## src/lcd_seg_map.svh

```systemverilog
/*
 * constants of the lcd segment loader: control byte layout, reset values,
 * bus framing and counts.
 * assumes inclusion by bare name from the design file.
 */
`ifndef LCD_SEG_MAP_SVH
`define LCD_SEG_MAP_SVH

`define CTRL_MODE_BIT      7
`define CTRL_BANK_BIT      6
`define CTRL_RESET         8'h00
`define SEG_RESET          8'h00
`define SLAVE_ADDR_DEFAULT 7'h3b
`define BITS_PER_BYTE      4'h8
`define BIT_CNT_RESET      4'h0
`define SBV_STEP_DIRECT    6'h02
`define SBV_STEP_DUPLEX    6'h01
`define SEG_REG_COUNT      8
`define SEG_GROUPS         4
`define SEG_OUT_RESET      32'h0000_0000

`endif

```

## src/lcd_seg_pkg.sv

```systemverilog
/*
 * types of the lcd segment loader: bus states, byte phases and the
 * control byte.
 * assumes nothing beyond a systemverilog compiler.
 */
package lcd_seg_pkg;

    typedef enum logic [2:0] {
        ST_IDLE = 3'b001,
        ST_RECV = 3'b010,
        ST_ACK  = 3'b100
    } bus_state_e;

    typedef enum logic [2:0] {
        PH_ADDR = 3'b001,
        PH_CTRL = 3'b010,
        PH_DATA = 3'b100
    } byte_phase_e;

    typedef struct packed {
        logic       mode;
        logic       bank;
        logic [5:0] segment_byte_vector;
    } ctrl_s;

endpackage

```

## src/lcd_segment_i2c_loader.sv

```systemverilog
/*
 * i2c slave receiver and display mapper of the lcd segment driver.
 * assumes scl, sda and the subaddress pins are asynchronous to clock and
 * that the wire level of sda is resolved outside from sda_oe_n.
 *
 */
`include "lcd_seg_map.svh"

module lcd_segment_i2c_loader
    import lcd_seg_pkg::*;
#(
    parameter logic [6:0] SLAVE_ADDR = `SLAVE_ADDR_DEFAULT
) (
    input  wire logic        clock,
    input  wire logic        sys_rst,
    input  wire logic        scl,
    input  wire logic        sda_in,
    output logic             sda_out,
    output logic             sda_oe_n,
    input  wire logic [2:0]  hardware_subaddress_pins,
    output logic [31:0]      segment_outputs,
    output logic [31:0]      segment_outputs_bp2,
    output logic             backplane_one,
    output logic             backplane_two
);

    // chip selection from the vector and the synchronised pins
    function automatic logic chip_selected(input ctrl_s c,
                                           input logic [2:0] pins);
        if (c.mode) begin
            chip_selected = (c.segment_byte_vector[4:3] == pins[1:0]);
        end else begin
            chip_selected = (c.segment_byte_vector[5:3] == pins);
        end
    endfunction

    // synchronisers: first stage is read only by the second
    logic        scl_s1_ff;
    logic        scl_s2_ff;
    logic        scl_d3_ff;
    logic        sda_s1_ff;
    logic        sda_s2_ff;
    logic        sda_d3_ff;
    logic [2:0]  sub_s1_ff;
    logic [2:0]  sub_s2_ff;

    always_ff @(posedge clock) begin
        if (sys_rst) begin
            scl_s1_ff <= 1'b1;
            scl_s2_ff <= 1'b1;
            scl_d3_ff <= 1'b1;
            sda_s1_ff <= 1'b1;
            sda_s2_ff <= 1'b1;
            sda_d3_ff <= 1'b1;
            sub_s1_ff <= 3'h0;
            sub_s2_ff <= 3'h0;
        end else begin
            scl_s1_ff <= scl;
            scl_s2_ff <= scl_s1_ff;
            scl_d3_ff <= scl_s2_ff;
            sda_s1_ff <= sda_in;
            sda_s2_ff <= sda_s1_ff;
            sda_d3_ff <= sda_s2_ff;
            sub_s1_ff <= hardware_subaddress_pins;
            sub_s2_ff <= sub_s1_ff;
        end
    end

    logic scl_rise;
    logic scl_fall;
    logic start_det;
    logic stop_det;

    assign scl_rise  = scl_s2_ff & ~scl_d3_ff;
    assign scl_fall  = ~scl_s2_ff & scl_d3_ff;
    assign start_det = scl_s2_ff & scl_d3_ff & sda_d3_ff & ~sda_s2_ff;
    assign stop_det  = scl_s2_ff & scl_d3_ff & ~sda_d3_ff & sda_s2_ff;

    // protocol and register state
    bus_state_e  state_ff;
    bus_state_e  nxt_state;
    byte_phase_e phase_ff;
    byte_phase_e nxt_phase;
    logic [3:0]  bit_cnt_ff;
    logic [3:0]  nxt_bit_cnt;
    logic [7:0]  shift_ff;
    logic [7:0]  nxt_shift;
    logic        ack_ff;
    logic        nxt_ack;
    ctrl_s       ctrl_ff;
    ctrl_s       nxt_ctrl;
    logic [7:0]  seg_ff     [`SEG_REG_COUNT];
    logic [7:0]  nxt_seg    [`SEG_REG_COUNT];
    logic        byte_done;

    assign byte_done = (state_ff == ST_RECV) && scl_fall
                       && (bit_cnt_ff == `BITS_PER_BYTE);

    always_comb begin
        nxt_state   = state_ff;
        nxt_phase   = phase_ff;
        nxt_bit_cnt = bit_cnt_ff;
        nxt_shift   = shift_ff;
        nxt_ack     = ack_ff;
        nxt_ctrl    = ctrl_ff;
        nxt_seg     = seg_ff;
        if (stop_det) begin
            // loading ends, segment data left as it is
            nxt_state = ST_IDLE;
            nxt_ack   = 1'b0;
        end else if (start_det) begin
            nxt_state   = ST_RECV;
            nxt_phase   = PH_ADDR;
            nxt_bit_cnt = `BIT_CNT_RESET;
            nxt_ack     = 1'b0;
        end else begin
            unique case (state_ff)
                ST_IDLE: begin
                    // only a start leaves idle
                    nxt_ack = 1'b0;
                end
                ST_RECV: begin
                    if (scl_rise && bit_cnt_ff != `BITS_PER_BYTE) begin
                        nxt_shift   = {shift_ff[6:0], sda_s2_ff};
                        nxt_bit_cnt = bit_cnt_ff + 4'h1;
                    end else if (byte_done) begin
                        nxt_bit_cnt = `BIT_CNT_RESET;
                        unique case (phase_ff)
                            PH_ADDR: begin
                                if (shift_ff[7:1] == SLAVE_ADDR
                                    && !shift_ff[0]) begin
                                    nxt_ack   = 1'b1;
                                    nxt_state = ST_ACK;
                                    nxt_phase = PH_CTRL;
                                end else begin
                                    nxt_state = ST_IDLE;
                                end
                            end
                            PH_CTRL: begin
                                nxt_ctrl  = shift_ff;
                                nxt_ack   = 1'b1;
                                nxt_state = ST_ACK;
                                nxt_phase = PH_DATA;
                            end
                            PH_DATA: begin
                                if (chip_selected(ctrl_ff, sub_s2_ff)) begin
                                    nxt_seg[ctrl_ff.segment_byte_vector[2:0]]
                                        = shift_ff;
                                    nxt_ack = 1'b1;
                                end else begin
                                    nxt_ack = 1'b0;
                                end
                                // every addressed chip steps its copy alike
                                // (wraps at six bits)
                                nxt_ctrl.segment_byte_vector =
                                    ctrl_ff.segment_byte_vector
                                    + (ctrl_ff.mode ? `SBV_STEP_DUPLEX
                                                    : `SBV_STEP_DIRECT);
                                nxt_state = ST_ACK;
                            end
                        endcase
                    end
                end
                ST_ACK: begin
                    // hold the line through the whole ninth pulse
                    if (scl_fall) begin
                        nxt_state = ST_RECV;
                        nxt_ack   = 1'b0;
                    end
                end
            endcase
        end
    end

    always_ff @(posedge clock) begin
        if (sys_rst) begin
            state_ff   <= ST_IDLE;
            phase_ff   <= PH_ADDR;
            bit_cnt_ff <= `BIT_CNT_RESET;
            shift_ff   <= 8'h00;
            ack_ff     <= 1'b0;
            ctrl_ff    <= `CTRL_RESET;
            for (int i = 0; i < `SEG_REG_COUNT; i++) begin
                seg_ff[i] <= `SEG_RESET;
            end
        end else begin
            state_ff   <= nxt_state;
            phase_ff   <= nxt_phase;
            bit_cnt_ff <= nxt_bit_cnt;
            shift_ff   <= nxt_shift;
            ack_ff     <= nxt_ack;
            ctrl_ff    <= nxt_ctrl;
            seg_ff     <= nxt_seg;
        end
    end

    // display mapping
    logic [31:0] nxt_seg_out;
    logic [31:0] nxt_seg_out_bp2;
    logic        nxt_bp_one;
    logic        nxt_bp_two;
    logic        nxt_sda_oe_n;

    for (genvar g = 0; g < `SEG_GROUPS; g++) begin : g_map
        assign nxt_seg_out[g*8 +: 8] =
            (ctrl_ff.mode || !ctrl_ff.bank) ? seg_ff[2*g] : seg_ff[2*g+1];
        assign nxt_seg_out_bp2[g*8 +: 8] =
            ctrl_ff.mode ? seg_ff[2*g+1] : 8'h00;
    end

    assign nxt_bp_one   = 1'b1;
    assign nxt_bp_two   = ctrl_ff.mode;
    // open drain, only ever pulled low
    assign nxt_sda_oe_n = !((nxt_state == ST_ACK) && nxt_ack);

    always_ff @(posedge clock) begin
        if (sys_rst) begin
            segment_outputs     <= `SEG_OUT_RESET;
            segment_outputs_bp2 <= `SEG_OUT_RESET;
            backplane_one       <= 1'b0;
            backplane_two       <= 1'b0;
            sda_out             <= 1'b0;
            sda_oe_n            <= 1'b1;
        end else begin
            segment_outputs     <= nxt_seg_out;
            segment_outputs_bp2 <= nxt_seg_out_bp2;
            backplane_one       <= nxt_bp_one;
            backplane_two       <= nxt_bp_two;
            sda_out             <= 1'b0;
            sda_oe_n            <= nxt_sda_oe_n;
        end
    end

    // checks
    start_recv_a: assert property (
        @(posedge clock) disable iff (sys_rst)
        start_det && !stop_det |=> state_ff == ST_RECV
            && phase_ff == PH_ADDR && bit_cnt_ff == 4'h0)
        else $error("start not taken");

    stop_idle_a: assert property (
        @(posedge clock) disable iff (sys_rst)
        stop_det |=> state_ff == ST_IDLE ##1 sda_oe_n)
        else $error("stop did not end loading");

    addr_nak_a: assert property (
        @(posedge clock) disable iff (sys_rst)
        byte_done && phase_ff == PH_ADDR && !start_det && !stop_det
        && (shift_ff[7:1] != SLAVE_ADDR || shift_ff[0])
        |=> state_ff == ST_IDLE ##1 sda_oe_n)
        else $error("foreign address acknowledged");

    ctrl_store_a: assert property (
        @(posedge clock) disable iff (sys_rst)
        byte_done && phase_ff == PH_CTRL && !start_det && !stop_det
        |=> ctrl_ff == $past(shift_ff) ##1 !sda_oe_n)
        else $error("control byte not stored or acked");

    sbv_step_a: assert property (
        @(posedge clock) disable iff (sys_rst)
        byte_done && phase_ff == PH_DATA && !start_det && !stop_det
        |=> ctrl_ff.segment_byte_vector ==
            6'($past(ctrl_ff.segment_byte_vector)
               + ($past(ctrl_ff.mode) ? 6'h01 : 6'h02)))
        else $error("vector step wrong");

    ack_hold_a: assert property (
        @(posedge clock) disable iff (sys_rst)
        $fell(sda_oe_n) |-> !sda_oe_n throughout
            (state_ff == ST_ACK && ack_ff) [*2])
        else $error("ack released early");

    direct_bank_a: assert property (
        @(posedge clock) disable iff (sys_rst)
        !ctrl_ff.mode |=> segment_outputs[7:0] ==
            $past(seg_ff[{2'b00, ctrl_ff.bank}])
            && segment_outputs[31:24] ==
            $past(seg_ff[{2'b11, ctrl_ff.bank}]))
        else $error("direct bank mapping wrong");

    duplex_map_a: assert property (
        @(posedge clock) disable iff (sys_rst)
        ctrl_ff.mode |=> segment_outputs[15:8] == $past(seg_ff[2])
            && segment_outputs_bp2[15:8] == $past(seg_ff[3]))
        else $error("duplex mapping wrong");

    bp_direct_a: assert property (
        @(posedge clock) disable iff (sys_rst)
        !ctrl_ff.mode |=> backplane_one && !backplane_two
            && segment_outputs_bp2 == 32'h0000_0000)
        else $error("second backplane used in direct mode");

    reset_clear_a: assert property (
        @(posedge clock)
        sys_rst |=> ctrl_ff == 8'h00 && state_ff == ST_IDLE
            && seg_ff[5] == 8'h00 && sda_oe_n)
        else $error("reset did not clear state");

    addr_ack_c: cover property (@(posedge clock) disable iff (sys_rst)
        byte_done && phase_ff == PH_ADDR ##1 phase_ff == PH_CTRL);
    data_write_c: cover property (@(posedge clock) disable iff (sys_rst)
        byte_done && phase_ff == PH_DATA
        && chip_selected(ctrl_ff, sub_s2_ff));
    sbv_wrap_c: cover property (@(posedge clock) disable iff (sys_rst)
        ctrl_ff.segment_byte_vector == 6'h3f
        ##1 ctrl_ff.segment_byte_vector == 6'h00);
    stop_after_ctrl_c: cover property (@(posedge clock)
        disable iff (sys_rst)
        phase_ff == PH_DATA && stop_det);

endmodule

```

## config.mk

```make
export PLATFORM = sky130hd
export DESIGN_NAME = lcd_segment_i2c_loader
export DESIGN_NICKNAME = d
export VERILOG_FILES = /design/src/lcd_seg_pkg.sv /design/src/lcd_segment_i2c_loader.sv
export VERILOG_INCLUDE_DIRS = /design/src
export SDC_FILE = /design/constraint.sdc
export NUM_CORES = 1
export LEC_CHECK = 0
export BUFFER_PORTS_ARGS = -buffer_cell sky130_fd_sc_hd__buf_2
export CAP_MARGIN = 20
export CELL_PAD_IN_SITES_DETAIL_PLACEMENT = 2
export CELL_PAD_IN_SITES_GLOBAL_PLACEMENT = 2
export CORE_ASPECT_RATIO = 2
export CORE_UTILIZATION = 36
export DETAILED_ROUTE_END_ITERATION = 12
export PLACE_DENSITY_LB_ADDON = 0.1
export SLEW_MARGIN = 30
export SYNTH_ARGS = -nofsm -noshare
export SYNTH_HDL_FRONTEND = slang
export SYNTH_SLANG_ARGS = --single-unit
```

## constraint.sdc

```tcl
create_clock -name clock -period 2.8 [get_ports clock]
set_clock_uncertainty 0.15 [all_clocks]
set_input_delay 0.84 -clock clock [delete_from_list [all_inputs] [get_ports clock]]
set_output_delay 0.84 -clock clock [all_outputs]
set_load 0.01 [all_outputs]
```

==> flow_metrics.py <==
metrics = {
    "status": {
        "status": "completed",
    },
    "grt": {
        "grtUsageMet3_pct": 4.22,
        "grt_pass1_wl_um": 30600,
        "busiest_layer": "met2",
        "use_met2_pct": 44.9,
        "antenna_found_initial": 0,
        "grt_max_degree": 36,
        "grt-ovfl-total": 0,
        "grt_pass1_vias": 5734,
        "met1_usage_pct": 21.1,
        "track_usage_pct": 22.8,
    },
    "final_layout": {
        "fill_cells": 1921,
        "regArea_sq_um": 3400,
        "multi_input_area_sq_um": 2720,
        "final_util_pct": 43.7,
        "drive_gt1_share_pct": 18.9,
        "diodes": 0,
        "synthToLayoutAreaGrowth_pct": 18.7,
        "finalNetCount": 739,
        "stdcell_area_sq_um": 7510,
        "final_cells": 950,
    },
    "critical_path": {
        "crit_arrival_ns": 2.55,
        "start_kind": "flip-flop",
        "crit_chain": "inv_1 -> ha_1 -> nand3b_1 -> or3_1 -> o311ai_0 -> o41ai_1",
        "crit_required_ns": 2.93,
        "path_class": "reg -> reg",
        "cp-end-kind": "flip-flop",
        "cpMaxStageDelayCell": "or3_1",
        "cp_max_fo": 10,
        "rr_worst_depth": 6,
        "max_stage_delay_ns": 0.62,
    },
    "flow_run": {
        "maxCapViolCount": 0,
    },
    "yosys": {
        "synth_top_area_share_pct": 53.8,
        "ys_warn_count": 0,
        "async_flop_share_pct": 0,
        "yosys.area.top_type": "dfxtp_1",
        "synth_top_family_by_area": "simple AND/OR/NAND/NOR gates",
        "syn_area_per_cell_sq_um": 9.58,
        "syn_area_sq_um": 6320,
        "synth_xor_area_share_pct": 0.693,
        "syn_inst": 660,
        "synth.yosys.seq_area_share_pct": 53.8,
        "ys_seq_elements": 170,
        "synth_nets": 672,
        "synth.area.mux_share_pct": 10.6,
        "synth_commonest_cells": "dfxtp_1, nand2_1, mux2i_1",
        "ys_dominant_reg_cell": "dfxtp_1",
        "synth_most_common_cell": "dfxtp_1",
        "synth_simple_gate_area_share_pct": 21.8,
        "synth.area.top_cells": "dfxtp_1, mux2i_1, nand2_1",
        "synth_compound_area_share_pct": 8.71,
        "synth-edff-count": 0,
        "synthAdderAreaFrac_pct": 1.11,
        "yosysUniqueCellTypes": 58,
    },
    "pwr": {
        "power.leakage_nw": 3.34,
        "power_mw": 4.95,
        "power.density_nw_per_um2": 659,
        "ir_worst_vdd_v": 0.000360,
    },
    "timing": {
        "setup_viol": 0,
        "fmax_mhz": 414,
        "tightest_slew_ns": 0.590,
        "setup_tns_ns": 0,
        "slew-limit-headroom_pct": 60.7,
        "drv_slew": 0,
        "finalCritPeriodShare_pct": 86.3,
        "layout_min_cycle_time_ns": 2.42,
        "rsz0062_at_grt": "false",
        "hold_viol_final": 0,
    },
    "clock_tree": {
        "ctsHoldBuffers": 0,
        "cts_sinks": 170,
        "root_buffer": "clkbuf_16",
        "post-cts-setup-buffers": 0,
        "cts_buffers": 17,
        "post_cts_resized": 0,
        "path_clk_slew_ns": 0.06,
        "ctsHtreeMaxLevel": 4,
        "cts_buffer_depth": 2,
        "clk_latency_ns": 0.43,
        "cts_tree": "yes",
    },
    "worst_hold_path": {
        "hold_path.class": "reg -> reg",
        "hold_path_depth": 1,
    },
    "die": {
        "dieHeight_um": 189,
        "dieArea_sq_um": 18100,
        "core_area_sq_um": 17200,
        "die_w_um": 95.7,
        "num_io_pins": 75,
        "start_util_pct": 36.8,
        "row_count": 68,
    },
    "routing": {
        "dr.pass1.iters": 4,
        "ant_nets": 0,
        "wirelength_um": 18900,
        "wire_per_inst_um": 19.9,
        "via_per_inst": 5.30,
        "drt_iter0_markers": 154,
        "drc": 0,
        "vias": 5034,
    },
    "placement": {
        "dpl-instance-area_sq_um": 6900,
        "globalplace.congestion": 0.784,
        "dp_hpwl_um": 13400,
        "place_inst": 918,
        "port_buffers": 73,
    },
}
==> power breakdown <==
part           total [mW]  internal, mW  switching, mW
combinational      0.0900        0.0246         0.0654
sequential           2.43          2.43        0.00620
clock                2.42          1.43          0.988
total                4.95          3.89           1.06
==> cell families (layout without fill, tap and decap cells) <==
kind of cell	Yosys count	count (layout)
simple gates	275	275
xor+xnor	5	5
flops	170	170
mux	67	67
buf+inv	50	130
fa+ha+maj	5	5
other cells	1	1
compound gates	87	87
==> worst max-delay path: cells and delay by family (launching register included) <==
family / cells / cell delay (ns)
AND/OR/NAND/NOR: 2 / 0.87
flip-flops: 1 / 0.34
adder cells (fa/ha/maj): 1 / 0.19
AO/OA/AOI/OAI: 2 / 0.64
buffers and inverters: 1 / 0.08
==> routing by layer <==
layer | part of all wire (%) | routed length (um)
met4 | 3.7 | 701
met5 | 0 | 0
met1 | 35 | 6570
met3 | 2.2 | 421
met2 | 59 | 11200
==> flip-flops by register name, indices dropped and copies added (netlist names), 3 cells and up <==
name / cells
bit_cnt_ff: 4
seg_ff: 64
segment_outputs: 32
ctrl_ff: 7
phase_ff: 3
shift_ff: 8
state_ff: 3
sub_s2_ff: 3
segment_outputs_bp2: 32
sub_s1_ff: 3
==> stage by stage <==
stage	hold slack (ns)	setup WS [ns]
floorplan	0.239	0.803
global placement	0.252	0.542
detailed placement	0.251	0.404
CTS	0.267	0.377
global route	0.275	0.244
finish	0.261	0.385
==> cell usage in the layout (no fill, tap or decap), types with 5 or more instances in the layout <==
master     Yosys  layout
clkbuf_16      0      17
dfxtp_1      170     170
nand3_1        6       6
nor3_1         6       6
or2_2          6       6
mux2i_1       67      67
inv_1          9       9
a21oi_1       51      51
buf_2          5      73
xor2_1         5       5
a31oi_1        5       5
buf_4          3      15
nor2b_1       10       9
and3_1        33      33
nor2_1        10      10
nand2_1      165     165
==> cell type report <==
| cell class | instances | area share, % |
|---|---|---|
| multi-input cells | 440 | 36.2 |
| well taps | 210 | 3.50 |
| clock inverters | 13 | 2.22 |
| repair buffers | 88 | 6.37 |
| flip-flops and latches | 170 | 45.3 |
| inverters | 10 | 0.500 |
| clock buffers | 19 | 5.90 |
==> final timing paths <==
path / from / to / slack (ns)
worst min-delay path: scl_s1_ff / scl_s2_ff / 0.26
worst min register to register: scl_s1_ff / scl_s2_ff / 0.26
worst max-delay path: bit_cnt_ff[0] / ctrl_ff[3] / 0.38
worst max register to register: bit_cnt_ff[0] / ctrl_ff[3] / 0.38
(Power assumes the default switching activity.)
